`src/rtl/pwg_map.svh`:
```
`ifndef PWG_MAP_SVH
`define PWG_MAP_SVH
// register byte offsets
`define PWG_ENABLE_OFS    8'h00
`define PWG_INVERT_OFS    8'h04
`define PWG_CLKCFG_OFS    8'h08
`define PWG_MODE_OFS      8'h0C
`define PWG_GROUP_OFS     8'h10
`define PWG_TRIG_OFS      8'h14
`define PWG_ALT_OFS       8'h18
`define PWG_QUEUE_OFS     8'h1C
`define PWG_FLAGS_OFS     8'h20
`define PWG_LEVEL_OFS     8'h24
`define PWG_TIMING_OFS    8'h40
// mode codes
`define PWG_MODE_NORMAL   8'h00
`define PWG_MODE_COUNT    8'h01
`define PWG_MODE_IR       8'h03
`define PWG_MODE_QUEUE    8'h07
`define PWG_MODE_DMAQ     8'h0F
// descriptor fields
`define PWG_DESC_CARRIER  15
`define PWG_DESC_ALT      14
// flag bit positions
`define PWG_FLAG_GROUP    6
`define PWG_FLAG_QLOW     7
`define PWG_FLAG_DMADONE  8
`endif

```
`src/rtl/pwg_pkg.sv`:
```
package pwg_pkg;
  typedef enum logic [1:0] {
    PWG_ST_IDLE,
    PWG_ST_RUN,
    PWG_ST_LOAD
  } pwg_state_e;
  typedef struct packed {
    logic [15:0] period;
    logic [15:0] compare;
  } pwg_timing_s;
  typedef struct packed {
    logic        carrier;
    logic        use_alt;
    logic [13:0] frames;
  } pwg_desc_s;
endpackage

```
`src/rtl/pwg_top.sv`:
```
`timescale 1ns/1ps
`include "pwg_map.svh"
// Behaviour
// - complement output is inverse of waveform
// - high part first, low part after
// - channel 0 has alternate period/compare set
// - separate inversion for primary and complement
// - per channel enable starts and stops
// - channel 0 mode code selects behaviour
// - other channels only run continuously
// - frame count per group except normal
// - each channel flags every finished frame
// - channel 0 flags every finished group
// - queue low flag while depth below trigger
// - dma queue done flag after last entry
// - flags stay until software clears them
// - dma descriptors are two bytes each
// - segments play back to back in order
// - bit 15 carrier on, else low
// - bit 14 selects alternate timing set
// - segment plays exactly its frame count
// - tick from divider or slow clock
// - period zero halts, compare bounds output
module pwg_top #(
  parameter int NCH   = 6,  // channel count
  parameter int DEPTH = 8,  // queue entries
  parameter int AW    = 3   // queue index width
) (
  input  wire logic        aclk,          // 10 MHz clock
  input  wire logic        aresetn,       // sync reset, active low
  input  wire logic        slow_clk,      // 32 kHz clock pin
  input  wire logic [7:0]  s_axi_awaddr,  // write address
  input  wire logic        s_axi_awvalid, // write address valid
  output logic             s_axi_awready, // write address ready
  input  wire logic [31:0] s_axi_wdata,   // write data
  input  wire logic [3:0]  s_axi_wstrb,   // byte enables
  input  wire logic        s_axi_wvalid,  // write data valid
  output logic             s_axi_wready,  // write data ready
  output logic [1:0]       s_axi_bresp,   // write response
  output logic             s_axi_bvalid,  // write response valid
  input  wire logic        s_axi_bready,  // write response ready
  input  wire logic [7:0]  s_axi_araddr,  // read address
  input  wire logic        s_axi_arvalid, // read address valid
  output logic             s_axi_arready, // read address ready
  output logic [31:0]      s_axi_rdata,   // read data
  output logic [1:0]       s_axi_rresp,   // read response
  output logic             s_axi_rvalid,  // read data valid
  input  wire logic        s_axi_rready,  // read data ready
  input  wire logic [15:0] dma_data,      // dma descriptor word
  input  wire logic        dma_valid,     // dma word offered
  output logic             dma_ready,     // queue can take word
  input  wire logic        dma_last,      // final word of transfer
  output logic [NCH-1:0]   pwm_out,       // primary outputs
  output logic [NCH-1:0]   pwm_out_n      // complement outputs
);
  // ---------------- bus slave state ----------------
  logic        aw_hold_reg, aw_hold_next;   // address latched
  logic        w_hold_reg, w_hold_next;     // data latched
  logic [7:0]  awa_reg, awa_next;           // latched address
  logic [31:0] wd_reg, wd_next;             // latched data
  logic [3:0]  ws_reg, ws_next;             // latched strobes
  logic        bv_reg, bv_next;             // write response pending
  logic [1:0]  br_reg, br_next;             // write response code
  logic        rv_reg, rv_next;             // read data pending
  logic [31:0] rd_reg, rd_next;             // read data
  logic [1:0]  rr_reg, rr_next;             // read response code
  // ---------------- configuration ----------------
  logic [NCH-1:0] en_reg, en_next;          // channel enables
  logic [NCH-1:0] inv_reg, inv_next;        // primary inversion
  logic [NCH-1:0] ninv_reg, ninv_next;      // complement inversion
  logic [NCH-1:0] slow_reg, slow_next;      // per channel slow clock select
  logic [7:0]  div_reg, div_next;           // divider setting
  logic [7:0]  mode_reg, mode_next;         // channel 0 mode code
  logic [15:0] group_reg, group_next;       // frames per group
  logic [7:0]  trig_reg, trig_next;         // queue low trigger
  pwg_pkg::pwg_timing_s alt_reg, alt_next;  // alternate timing set
  logic [16:0] altp_reg, altp_next;         // alternate period, 1..65536
  pwg_pkg::pwg_timing_s tim_reg [NCH];      // main timing sets
  pwg_pkg::pwg_timing_s tim_next [NCH];
  logic [8:0]  flg_reg, flg_next;           // sticky flags
  // ---------------- queue ----------------
  logic [15:0] q_mem_reg [DEPTH];           // descriptor storage
  logic [15:0] q_mem_next [DEPTH];
  logic [AW-1:0] q_wp_reg, q_wp_next;       // write index
  logic [AW-1:0] q_rp_reg, q_rp_next;       // read index
  logic [AW:0] q_cnt_reg, q_cnt_next;       // stored entries
  logic        dlast_reg, dlast_next;       // last dma word queued
  logic        dma_rdy_reg, dma_rdy_next;   // registered dma ready
  // ---------------- tick and channel state ----------------
  logic [7:0]  pre_reg, pre_next;           // prescaler
  logic        s1_reg, s2_reg, s3_reg;      // slow clock synchroniser and edge
  logic [16:0] cnt_reg [NCH];               // frame counters
  logic [16:0] cnt_next [NCH];
  logic [NCH-1:0] wave_reg, wave_next;      // raw waveform
  logic [NCH-1:0] po_reg, po_next;          // primary pins
  logic [NCH-1:0] pn_reg, pn_next;          // complement pins
  logic [NCH-1:0] fdone;                    // frame completes this cycle
  pwg_pkg::pwg_state_e st_reg, st_next;     // channel 0 sequencer
  logic [15:0] left_reg, left_next;         // frames left in segment/group
  pwg_pkg::pwg_desc_s seg_reg, seg_next;    // active segment
  logic        gdone, segdone, take_q;      // channel 0 events
  logic        fast_tick, slow_tick;        // tick sources
  logic        wr_fire, q_push_sw, q_push_dma;
  logic [7:0]  wa;
  logic [31:0] wm;                          // byte enable mask

  assign s_axi_awready = ~aw_hold_reg;
  assign s_axi_wready  = ~w_hold_reg;
  assign s_axi_bvalid  = bv_reg;
  assign s_axi_bresp   = br_reg;
  assign s_axi_arready = ~rv_reg;
  assign s_axi_rvalid  = rv_reg;
  assign s_axi_rdata   = rd_reg;
  assign s_axi_rresp   = rr_reg;
  assign dma_ready     = dma_rdy_reg;
  assign pwm_out       = po_reg;
  assign pwm_out_n     = pn_reg;

  // write happens once both halves are held and no response waits
  assign wr_fire = aw_hold_reg & w_hold_reg & ~bv_reg;
  assign wa      = awa_reg;
  assign wm      = {{8{ws_reg[3]}}, {8{ws_reg[2]}}, {8{ws_reg[1]}}, {8{ws_reg[0]}}};
  assign q_push_sw  = wr_fire && wa == `PWG_QUEUE_OFS && q_cnt_reg != DEPTH[AW:0]
                      && mode_reg == `PWG_MODE_QUEUE;
  assign q_push_dma = dma_valid & dma_rdy_reg;

  // divided tick: divider value plus one clock cycles per tick
  assign fast_tick = (pre_reg == div_reg);
  assign slow_tick = s2_reg & ~s3_reg;

  // pop on a load, and when a running segment ends with entries waiting
  assign take_q = en_reg[0] && q_cnt_reg != '0 && (st_reg == pwg_pkg::PWG_ST_LOAD || (segdone
                  && (mode_reg == `PWG_MODE_QUEUE || mode_reg == `PWG_MODE_DMAQ)));

  // channel 0 segment bookkeeping
  assign segdone = fdone[0] && left_reg == 16'h0001;
  assign gdone   = segdone && (mode_reg == `PWG_MODE_COUNT || mode_reg == `PWG_MODE_IR
                   || mode_reg == `PWG_MODE_QUEUE || mode_reg == `PWG_MODE_DMAQ);

  // bus slave and configuration next state
  always_comb begin
    aw_hold_next = aw_hold_reg;
    w_hold_next  = w_hold_reg;
    awa_next = awa_reg;
    wd_next  = wd_reg;
    ws_next  = ws_reg;
    bv_next  = bv_reg;
    br_next  = br_reg;
    rv_next  = rv_reg;
    rd_next  = rd_reg;
    rr_next  = rr_reg;
    en_next  = en_reg;
    inv_next = inv_reg;
    ninv_next = ninv_reg;
    slow_next = slow_reg;
    div_next  = div_reg;
    mode_next = mode_reg;
    group_next = group_reg;
    trig_next  = trig_reg;
    alt_next   = alt_reg;
    altp_next  = altp_reg;
    for (int i = 0; i < NCH; i++) tim_next[i] = tim_reg[i];
    flg_next = flg_reg;
    // address and data taken in either order
    if (s_axi_awvalid && !aw_hold_reg) begin
      aw_hold_next = 1'b1;
      awa_next = s_axi_awaddr;
    end
    if (s_axi_wvalid && !w_hold_reg) begin
      w_hold_next = 1'b1;
      wd_next = s_axi_wdata;
      ws_next = s_axi_wstrb;
    end
    if (bv_reg && s_axi_bready) bv_next = 1'b0;
    if (wr_fire) begin
      aw_hold_next = 1'b0;
      w_hold_next  = 1'b0;
      bv_next = 1'b1;
      br_next = 2'b00;
      if (wa >= `PWG_TIMING_OFS && wa < `PWG_TIMING_OFS + 8'(4 * NCH) && wa[1:0] == 2'b00) begin
        // timing word: period high half, compare low half
        tim_next[3'(wa[4:2])] = (tim_reg[3'(wa[4:2])] & ~wm) | (wd_reg & wm);
      end else begin
        unique case (wa)
          `PWG_ENABLE_OFS: en_next = (en_reg & ~wm[NCH-1:0]) | (wd_reg[NCH-1:0] & wm[NCH-1:0]);
          `PWG_INVERT_OFS: begin
            inv_next  = wd_reg[NCH-1:0];
            ninv_next = wd_reg[8+NCH-1:8];
          end
          `PWG_CLKCFG_OFS: begin
            div_next  = wd_reg[7:0];
            slow_next = wd_reg[8+NCH-1:8];
          end
          `PWG_MODE_OFS:  mode_next  = wd_reg[7:0];
          `PWG_GROUP_OFS: group_next = wd_reg[15:0];
          `PWG_TRIG_OFS:  trig_next  = wd_reg[7:0];
          `PWG_ALT_OFS: begin
            // period field holds count minus one, so 1..65536 fits
            alt_next.compare = wd_reg[15:0];
            altp_next = {1'b0, wd_reg[31:16]} + 17'h00001;
          end
          `PWG_QUEUE_OFS: ;
          `PWG_FLAGS_OFS: flg_next = flg_reg & ~wd_reg[8:0];
          default: br_next = 2'b10;
        endcase
      end
    end
    // hardware sets win over a same-cycle clear
    for (int i = 0; i < NCH; i++) if (fdone[i]) flg_next[i] = 1'b1;
    if (gdone) flg_next[`PWG_FLAG_GROUP] = 1'b1;
    // counting and carrier modes stop once the group is out
    if (segdone && (mode_reg == `PWG_MODE_COUNT || mode_reg == `PWG_MODE_IR))
      en_next[0] = 1'b0;
    if (mode_reg == `PWG_MODE_QUEUE && {4'h0, q_cnt_reg} < trig_reg)
      flg_next[`PWG_FLAG_QLOW] = 1'b1;
    if (mode_reg == `PWG_MODE_DMAQ && segdone && dlast_reg && q_cnt_reg == '0)
      flg_next[`PWG_FLAG_DMADONE] = 1'b1;
    // read side
    if (rv_reg && s_axi_rready) rv_next = 1'b0;
    if (s_axi_arvalid && !rv_reg) begin
      rv_next = 1'b1;
      rr_next = 2'b00;
      rd_next = 32'h0000_0000;
      if (s_axi_araddr >= `PWG_TIMING_OFS && s_axi_araddr < `PWG_TIMING_OFS + 8'(4 * NCH)
          && s_axi_araddr[1:0] == 2'b00) begin
        rd_next = tim_reg[3'(s_axi_araddr[4:2])];
      end else begin
        unique case (s_axi_araddr)
          `PWG_ENABLE_OFS: rd_next[NCH-1:0] = en_reg;
          `PWG_INVERT_OFS: rd_next = {16'h0000, 2'b00, ninv_reg, 2'b00, inv_reg};
          `PWG_CLKCFG_OFS: rd_next = {16'h0000, 2'b00, slow_reg, div_reg};
          `PWG_MODE_OFS:   rd_next[7:0] = mode_reg;
          `PWG_GROUP_OFS:  rd_next[15:0] = group_reg;
          `PWG_TRIG_OFS:   rd_next[7:0] = trig_reg;
          `PWG_ALT_OFS:    rd_next = {altp_reg[15:0] - 16'h0001, alt_reg.compare};
          `PWG_QUEUE_OFS:  rd_next = 32'h0000_0000;
          `PWG_FLAGS_OFS:  rd_next[8:0] = flg_reg;
          `PWG_LEVEL_OFS:  rd_next = {14'h0000, st_reg, 12'h000, 4'(q_cnt_reg)};
          default:         rr_next = 2'b10;
        endcase
      end
    end
  end

  // queue next state: software writes or dma words, sequencer pops
  always_comb begin
    for (int i = 0; i < DEPTH; i++) q_mem_next[i] = q_mem_reg[i];
    q_wp_next = q_wp_reg;
    q_rp_next = q_rp_reg;
    q_cnt_next = q_cnt_reg;
    dlast_next = dlast_reg;
    if (q_push_sw) begin
      q_mem_next[q_wp_reg] = wd_reg[15:0];
      q_wp_next = q_wp_reg + 1'b1;
    end else if (q_push_dma) begin
      q_mem_next[q_wp_reg] = dma_data;
      q_wp_next = q_wp_reg + 1'b1;
      dlast_next = dma_last;
    end
    if (take_q) q_rp_next = q_rp_reg + 1'b1;
    q_cnt_next = q_cnt_reg + (AW+1)'(q_push_sw | q_push_dma) - (AW+1)'(take_q);
    // leaving queued modes discards pending entries
    if (mode_reg != `PWG_MODE_QUEUE && mode_reg != `PWG_MODE_DMAQ) begin
      q_wp_next = '0;
      q_rp_next = '0;
      q_cnt_next = '0;
      dlast_next = 1'b0;
    end
    // ready only with space left once this cycle settles
    dma_rdy_next = mode_reg == `PWG_MODE_DMAQ && q_cnt_next < (AW+1)'(DEPTH - 1);
  end

  // channel 0 sequencer: segments and groups
  always_comb begin
    st_next = st_reg;
    left_next = left_reg;
    seg_next = seg_reg;
    unique case (st_reg)
      pwg_pkg::PWG_ST_IDLE: if (en_reg[0]) begin
        if (mode_reg == `PWG_MODE_QUEUE || mode_reg == `PWG_MODE_DMAQ) begin
          st_next = pwg_pkg::PWG_ST_LOAD;
        end else begin
          st_next = pwg_pkg::PWG_ST_RUN;
          seg_next = '{carrier: 1'b1, use_alt: 1'b0, frames: 14'h0000};
          left_next = group_reg;
        end
      end
      pwg_pkg::PWG_ST_LOAD: if (take_q) begin
        seg_next = q_mem_reg[q_rp_reg];
        left_next = {2'b00, q_mem_reg[q_rp_reg][13:0]};
        st_next = pwg_pkg::PWG_ST_RUN;
      end
      pwg_pkg::PWG_ST_RUN: begin
        if (fdone[0] && mode_reg != `PWG_MODE_NORMAL) left_next = left_reg - 16'h0001;
        if (segdone && mode_reg != `PWG_MODE_NORMAL) begin
          // queued modes fetch the next segment without a gap
          if ((mode_reg == `PWG_MODE_QUEUE || mode_reg == `PWG_MODE_DMAQ)
              && q_cnt_reg != '0) begin
            seg_next = q_mem_reg[q_rp_reg];
            left_next = {2'b00, q_mem_reg[q_rp_reg][13:0]};
          end else if (mode_reg == `PWG_MODE_QUEUE || mode_reg == `PWG_MODE_DMAQ) begin
            st_next = pwg_pkg::PWG_ST_LOAD;
          end else begin
            st_next = pwg_pkg::PWG_ST_IDLE;
          end
        end
      end
      default: st_next = pwg_pkg::PWG_ST_IDLE;
    endcase
    if (!en_reg[0]) st_next = pwg_pkg::PWG_ST_IDLE;
  end

  // per channel counters and pin logic
  always_comb begin
    pre_next = fast_tick ? 8'h00 : pre_reg + 8'h01;
    for (int i = 0; i < NCH; i++) begin
      logic [16:0] per;
      logic [15:0] cmp;
      logic        tick, on;
      per = {1'b0, tim_reg[i].period};
      cmp = tim_reg[i].compare;
      on  = 1'b1;
      if (i == 0) begin
        if (seg_reg.use_alt) begin
          per = altp_reg;
          cmp = alt_reg.compare;
        end
        // channel 0 lights only while the sequencer runs a segment with carrier set
        on = seg_reg.carrier && st_reg == pwg_pkg::PWG_ST_RUN;
      end
      tick = slow_reg[i] ? slow_tick : fast_tick;
      cnt_next[i] = cnt_reg[i];
      wave_next[i] = wave_reg[i];
      fdone[i] = 1'b0;
      if (!en_reg[i] || per == '0 || (i == 0 && st_reg != pwg_pkg::PWG_ST_RUN)) begin
        cnt_next[i] = '0;
        wave_next[i] = 1'b0;
      end else if (tick) begin
        // a frame ends with the tick that shows its last slot
        fdone[i] = cnt_reg[i] + 17'h00001 >= per;
        cnt_next[i] = fdone[i] ? 17'h00000 : cnt_reg[i] + 17'h00001;
        // slot shown is the count before the step: high below compare
        wave_next[i] = on && {1'b0, cmp} > cnt_reg[i];
      end
      po_next[i] = wave_reg[i] ^ inv_reg[i];
      pn_next[i] = ~wave_reg[i] ^ ninv_reg[i];
    end
  end

  // registers
  always_ff @(posedge aclk) begin
    if (!aresetn) begin
      aw_hold_reg <= 1'b0;
      w_hold_reg <= 1'b0;
      awa_reg <= 8'h00;
      wd_reg <= 32'h0000_0000;
      ws_reg <= 4'h0;
      bv_reg <= 1'b0;
      br_reg <= 2'b00;
      rv_reg <= 1'b0;
      rd_reg <= 32'h0000_0000;
      rr_reg <= 2'b00;
      en_reg <= '0;
      inv_reg <= '0;
      ninv_reg <= '0;
      slow_reg <= '0;
      div_reg <= 8'h00;
      mode_reg <= `PWG_MODE_NORMAL;
      group_reg <= 16'h0000;
      trig_reg <= 8'h00;
      alt_reg <= '0;
      altp_reg <= 17'h00001;
      for (int i = 0; i < NCH; i++) begin
        tim_reg[i] <= '0;
        cnt_reg[i] <= '0;
      end
      flg_reg <= 9'h000;
      for (int i = 0; i < DEPTH; i++) q_mem_reg[i] <= 16'h0000;
      q_wp_reg <= '0;
      q_rp_reg <= '0;
      q_cnt_reg <= '0;
      dlast_reg <= 1'b0;
      dma_rdy_reg <= 1'b0;
      pre_reg <= 8'h00;
      s1_reg <= 1'b0;
      s2_reg <= 1'b0;
      s3_reg <= 1'b0;
      wave_reg <= '0;
      po_reg <= '0;
      pn_reg <= '1;
      st_reg <= pwg_pkg::PWG_ST_IDLE;
      left_reg <= 16'h0000;
      seg_reg <= '0;
    end else begin
      aw_hold_reg <= aw_hold_next;
      w_hold_reg <= w_hold_next;
      awa_reg <= awa_next;
      wd_reg <= wd_next;
      ws_reg <= ws_next;
      bv_reg <= bv_next;
      br_reg <= br_next;
      rv_reg <= rv_next;
      rd_reg <= rd_next;
      rr_reg <= rr_next;
      en_reg <= en_next;
      inv_reg <= inv_next;
      ninv_reg <= ninv_next;
      slow_reg <= slow_next;
      div_reg <= div_next;
      mode_reg <= mode_next;
      group_reg <= group_next;
      trig_reg <= trig_next;
      alt_reg <= alt_next;
      altp_reg <= altp_next;
      for (int i = 0; i < NCH; i++) begin
        tim_reg[i] <= tim_next[i];
        cnt_reg[i] <= cnt_next[i];
      end
      flg_reg <= flg_next;
      for (int i = 0; i < DEPTH; i++) q_mem_reg[i] <= q_mem_next[i];
      q_wp_reg <= q_wp_next;
      q_rp_reg <= q_rp_next;
      q_cnt_reg <= q_cnt_next;
      dlast_reg <= dlast_next;
      dma_rdy_reg <= dma_rdy_next;
      pre_reg <= pre_next;
      s1_reg <= slow_clk;   // synchroniser first stage
      s2_reg <= s1_reg;
      s3_reg <= s2_reg;
      wave_reg <= wave_next;
      po_reg <= po_next;
      pn_reg <= pn_next;
      st_reg <= st_next;
      left_reg <= left_next;
      seg_reg <= seg_next;
    end
  end
endmodule // pwg_top

```
`config.mk`:
```
export PLATFORM = sky130hd
export DESIGN_NAME = pwg_top
export DESIGN_NICKNAME = d
export VERILOG_FILES = /design/src/rtl/pwg_pkg.sv /design/src/rtl/pwg_top.sv
export VERILOG_INCLUDE_DIRS = /design/src /design/src/rtl
export SDC_FILE = /design/constraint.sdc
export NUM_CORES = 2
export LEC_CHECK = 0
export ABC_CLOCK_PERIOD_IN_PS = 4450
export BUFFER_PORTS_ARGS = -buffer_cell sky130_fd_sc_hd__buf_2
export CORE_ASPECT_RATIO = 1.4
export CORE_MARGIN = 8
export CORE_UTILIZATION = 56
export DETAILED_ROUTE_END_ITERATION = 10
export GPL_TIMING_DRIVEN = 0
export PLACE_DENSITY = 0.72
export SLEW_MARGIN = 5
export SYNTH_ARGS = -nofsm -noshare
export SYNTH_HDL_FRONTEND = slang
export SYNTH_SLANG_ARGS = --single-unit
```
`constraint.sdc`:
```
create_clock -name aclk -period 4.45 [get_ports aclk]
set_clock_uncertainty 0.05 [all_clocks]
set_input_delay 0.445 -clock aclk [delete_from_list [all_inputs] [get_ports aclk]]
set_output_delay 0.445 -clock aclk [all_outputs]
set_load 0.02 [all_outputs]
```
==> impl_metrics.env <==
export IMPL_hold_depth=3
export IMPL_drc=0
export IMPL_critPathSlowestCell="a21oi_1"
export IMPL_cp_cell_sequence="clkbuf_1 > clkbuf_1 > buf_1 > mux2i_1 > a211oi_1 > a21oi_1 > a211oi_1"
export IMPL_max_clock_freq_mhz=227
export IMPL_fin_cells=5499
export IMPL_synth_common_cells="dfxtp_1 (677), nor2_1 (613), a211oi_1 (371)"
export IMPL_fp_row_count=112
export IMPL_syn_to_final_growth_pct=13.4
export IMPL_antenna_found_initial=8
export IMPL_multi_input_area_mm2=0.0222
export IMPL_p_leak_uw=0.0148
export IMPL_path_max_fanout=10
export IMPL_synth_flop_cell="dfxtp_1"
export IMPL_ant_nets=0
export IMPL_path_clk_slew_ns=0.06
export IMPL_critPathKind="reg2reg"
export IMPL_die_w_um=234
export IMPL_tns_ns=0
export IMPL_final_nets=4876
export IMPL_avgViaCountPerCell=6.65
export IMPL_dp_cells=5306
export IMPL_drive_gt1_share_pct=11.1
export IMPL_cts_buffers=70
export IMPL_slew_headroom_pct=2.48
export IMPL_first_iter_violations=3635
export IMPL_regArea_mm2=0.0136
export IMPL_fill_cells=5889
export IMPL_syn_area_mm2=0.0374
export IMPL_whs_ns=0.0203
export IMPL_place_area_mm2=0.0392
export IMPL_finalPower_uw=13500
export IMPL_yosysUniqueCellTypes=85
export IMPL_hpwlAfterDp_mm=127
export IMPL_yosysTopAreaCell="dfxtp_1"
export IMPL_path_delay_family="buffers and inverters"
export IMPL_insertion_delay_ns=0.66
export IMPL_drv_cap=0
export IMPL_worstSetupEndpointType="flop"
export IMPL_ys_seq_area_share_pct=36.2
export IMPL_fin_crit_sh_pct=99.0
export IMPL_crit_buf_inv=3
export IMPL_hold_viol=0
export IMPL_gp_congestion=1.07
export IMPL_synth_seq_cells=677
export IMPL_status="finished clean"
export IMPL_die_h_um=322
export IMPL_largest_reg_flops=192
export IMPL_htree_num_levels=3
export IMPL_via_count=36600
export IMPL_synth_most_common_cell="dfxtp_1"
export IMPL_tightest_slew_ns=1.46
export IMPL_root_buffer="clkbuf_16"
export IMPL_grt_overflow=0
export IMPL_design_area_mm2=0.0424
export IMPL_synthTopCellsByArea="dfxtp_1 (36%), a211oi_1 (7.4%), ha_1 (7.3%)"
export IMPL_yosysWarnings=0
export IMPL_grt_pass1_wl_mm=235
export IMPL_cts_tree="built"
export IMPL_finalSetupViolations=0
export IMPL_grt_start_max_net_pins=17
export IMPL_synth_edf_count=0
export IMPL_critPathMaxStageDelay_ns=0.95
export IMPL_numClockSinks=677
export IMPL_grt_pass1_vias=35400
export IMPL_cp_required_ns=4.87
export IMPL_wl_per_cell_um=29.9
export IMPL_core_mm2=0.0664
export IMPL_portBuffers=126
export IMPL_ir_drop_mv=0.254
export IMPL_start_kind="flop"
export IMPL_async_reset_ff_share_pct=0
export IMPL_rrSetupSlack_ns=0.04
export IMPL_reg2reg_to="tim_reg[0][14]$_SDFFE_PN0P_"
export IMPL_syn_area_per_cell_um2=8.66
export IMPL_arrival_ns=4.82
export IMPL_drt_wl_total_mm=164
export IMPL_design_die_area_mm2=0.0754
export IMPL_synth_top_area_share_pct=36.2
export IMPL_syn_inst=4320
export IMPL_drv_slew=0
export IMPL_hold_class="in2reg"
export IMPL_pwr_density_cell_mw_per_mm2=318
export IMPL_whs_endpoint="wd_reg[6]$_SDFFE_PN0P_"
export IMPL_drt_pass1_iterations=10
export IMPL_gr_usage_all_layers_pct=42.8
export IMPL_start_util_pct=56.3
export IMPL_finalCriticalPeriod_ns=4.41
export IMPL_hp_start="s_axi_wdata[6]"
export IMPL_io_pins=132
export IMPL_clock_path_buffers=3
export IMPL_reg2reg_depth=7
-- layout make-up --
class | count | area share [%]
Multi-Input combinational cell | 3142 | 52.3
Antenna cell | 13 | 0.0767
Buffer | 286 | 2.69
Timing Repair Buffer | 186 | 2.77
Clock buffer | 90 | 4.67
Sequential cell | 677 | 32.0
Tap cell | 855 | 2.52
Clock inverter | 34 | 1.02
Inverter | 216 | 1.91
-- placed cells by master, fill, tap and decap left out, types with 96 or more instances in the layout --
| cell | count |
|---|---|
| o21ai_0 | 110 |
| a21oi_1 | 261 |
| nand3_1 | 108 |
| clkbuf_1 | 239 |
| inv_1 | 214 |
| mux4_2 | 96 |
| nor2_1 | 612 |
| a211oi_1 | 369 |
| mux2i_1 | 163 |
| nand2_1 | 337 |
| buf_2 | 139 |
| dfxtp_1 | 668 |
| xnor2_1 | 102 |
| ha_1 | 215 |
-- worst max-delay path by stage --
stage | cells after the start | slack, ns | end | start
after floorplan | 20 | 0.03 | dma_ready$_SDFF_PN0_ | cnt_reg[0][0]$_SDFFE_PP0P_
after global placement | 17 | -1.19 | seg_reg[14]$_SDFFE_PN0P_ | cnt_reg[0][0]$_SDFFE_PP0P_
after detailed placement | 17 | -1.23 | seg_reg[14]$_SDFFE_PN0P_ | cnt_reg[0][0]$_SDFFE_PP0P_
after CTS | 18 | 0.01 | dma_ready$_SDFF_PN0_ | cnt_reg[0][5]$_SDFFE_PP0P_
after global routing | 18 | -0.05 | dma_ready$_SDFF_PN0_ | cnt_reg[0][7]$_SDFFE_PP0P_
final | 7 | 0.04 | tim_reg[0][14]$_SDFFE_PN0P_ | flop
-- logic make-up (layout without fill, tap and decap cells) --
kind of cell    Yosys count  after routing  share of synthesized area (%)
simple gates           1428           1428                           17.5
compound gates         1061           1061                           19.4
flops                   677            677                           36.2
buf+inv                 502            812                           5.18
mux                     286            286                           11.0
fa+ha+maj               219            219                           7.35
xor+xnor                146            146                           3.42
other cells               1             15                         0.0100
-- through the flow --
step                setup WS (ns)  util, %
floorplan                  0.0257        -
global placement            -1.19     58.9
detailed placement          -1.23     59.0
CTS                        0.0136     63.5
global route              -0.0506     63.8
finish                     0.0429     63.8
-- timing repair --
item                                    CTS  global route
hold endpoints to repair                 38             0
pin swaps                                 7            12
endpoints found under the setup margin   53            66
resized for setup                        32            43
setup buffers                            10             8
hold buffers                             38             0
-- worst reg2reg max path: stages (launching register included) --
cell      delay, ns
dfxtp_1        0.43
clkbuf_1       0.65
clkbuf_1       0.80
buf_1          0.76
mux2i_1        0.29
a211oi_1       0.09
a21oi_1        0.95
a211oi_1       0.19
-- report_power, final --
part	switching, µW	internal, µW
clock network	2750	3590
registers	85.6	6110
logic	684	250
total	3520	9950
-- per-layer routing --
metal | wire [µm] | global-route usage [%] | share of wire [%]
met2 | 74500 | 69.0 | 45
met4 | 18300 | 39.7 | 11
met3 | 14300 | 9.13 | 8.7
met5 | 13 | 0 | 0.0079
met1 | 57200 | 46.5 | 35
No activity file was read; power rests on OpenSTA's default activity.
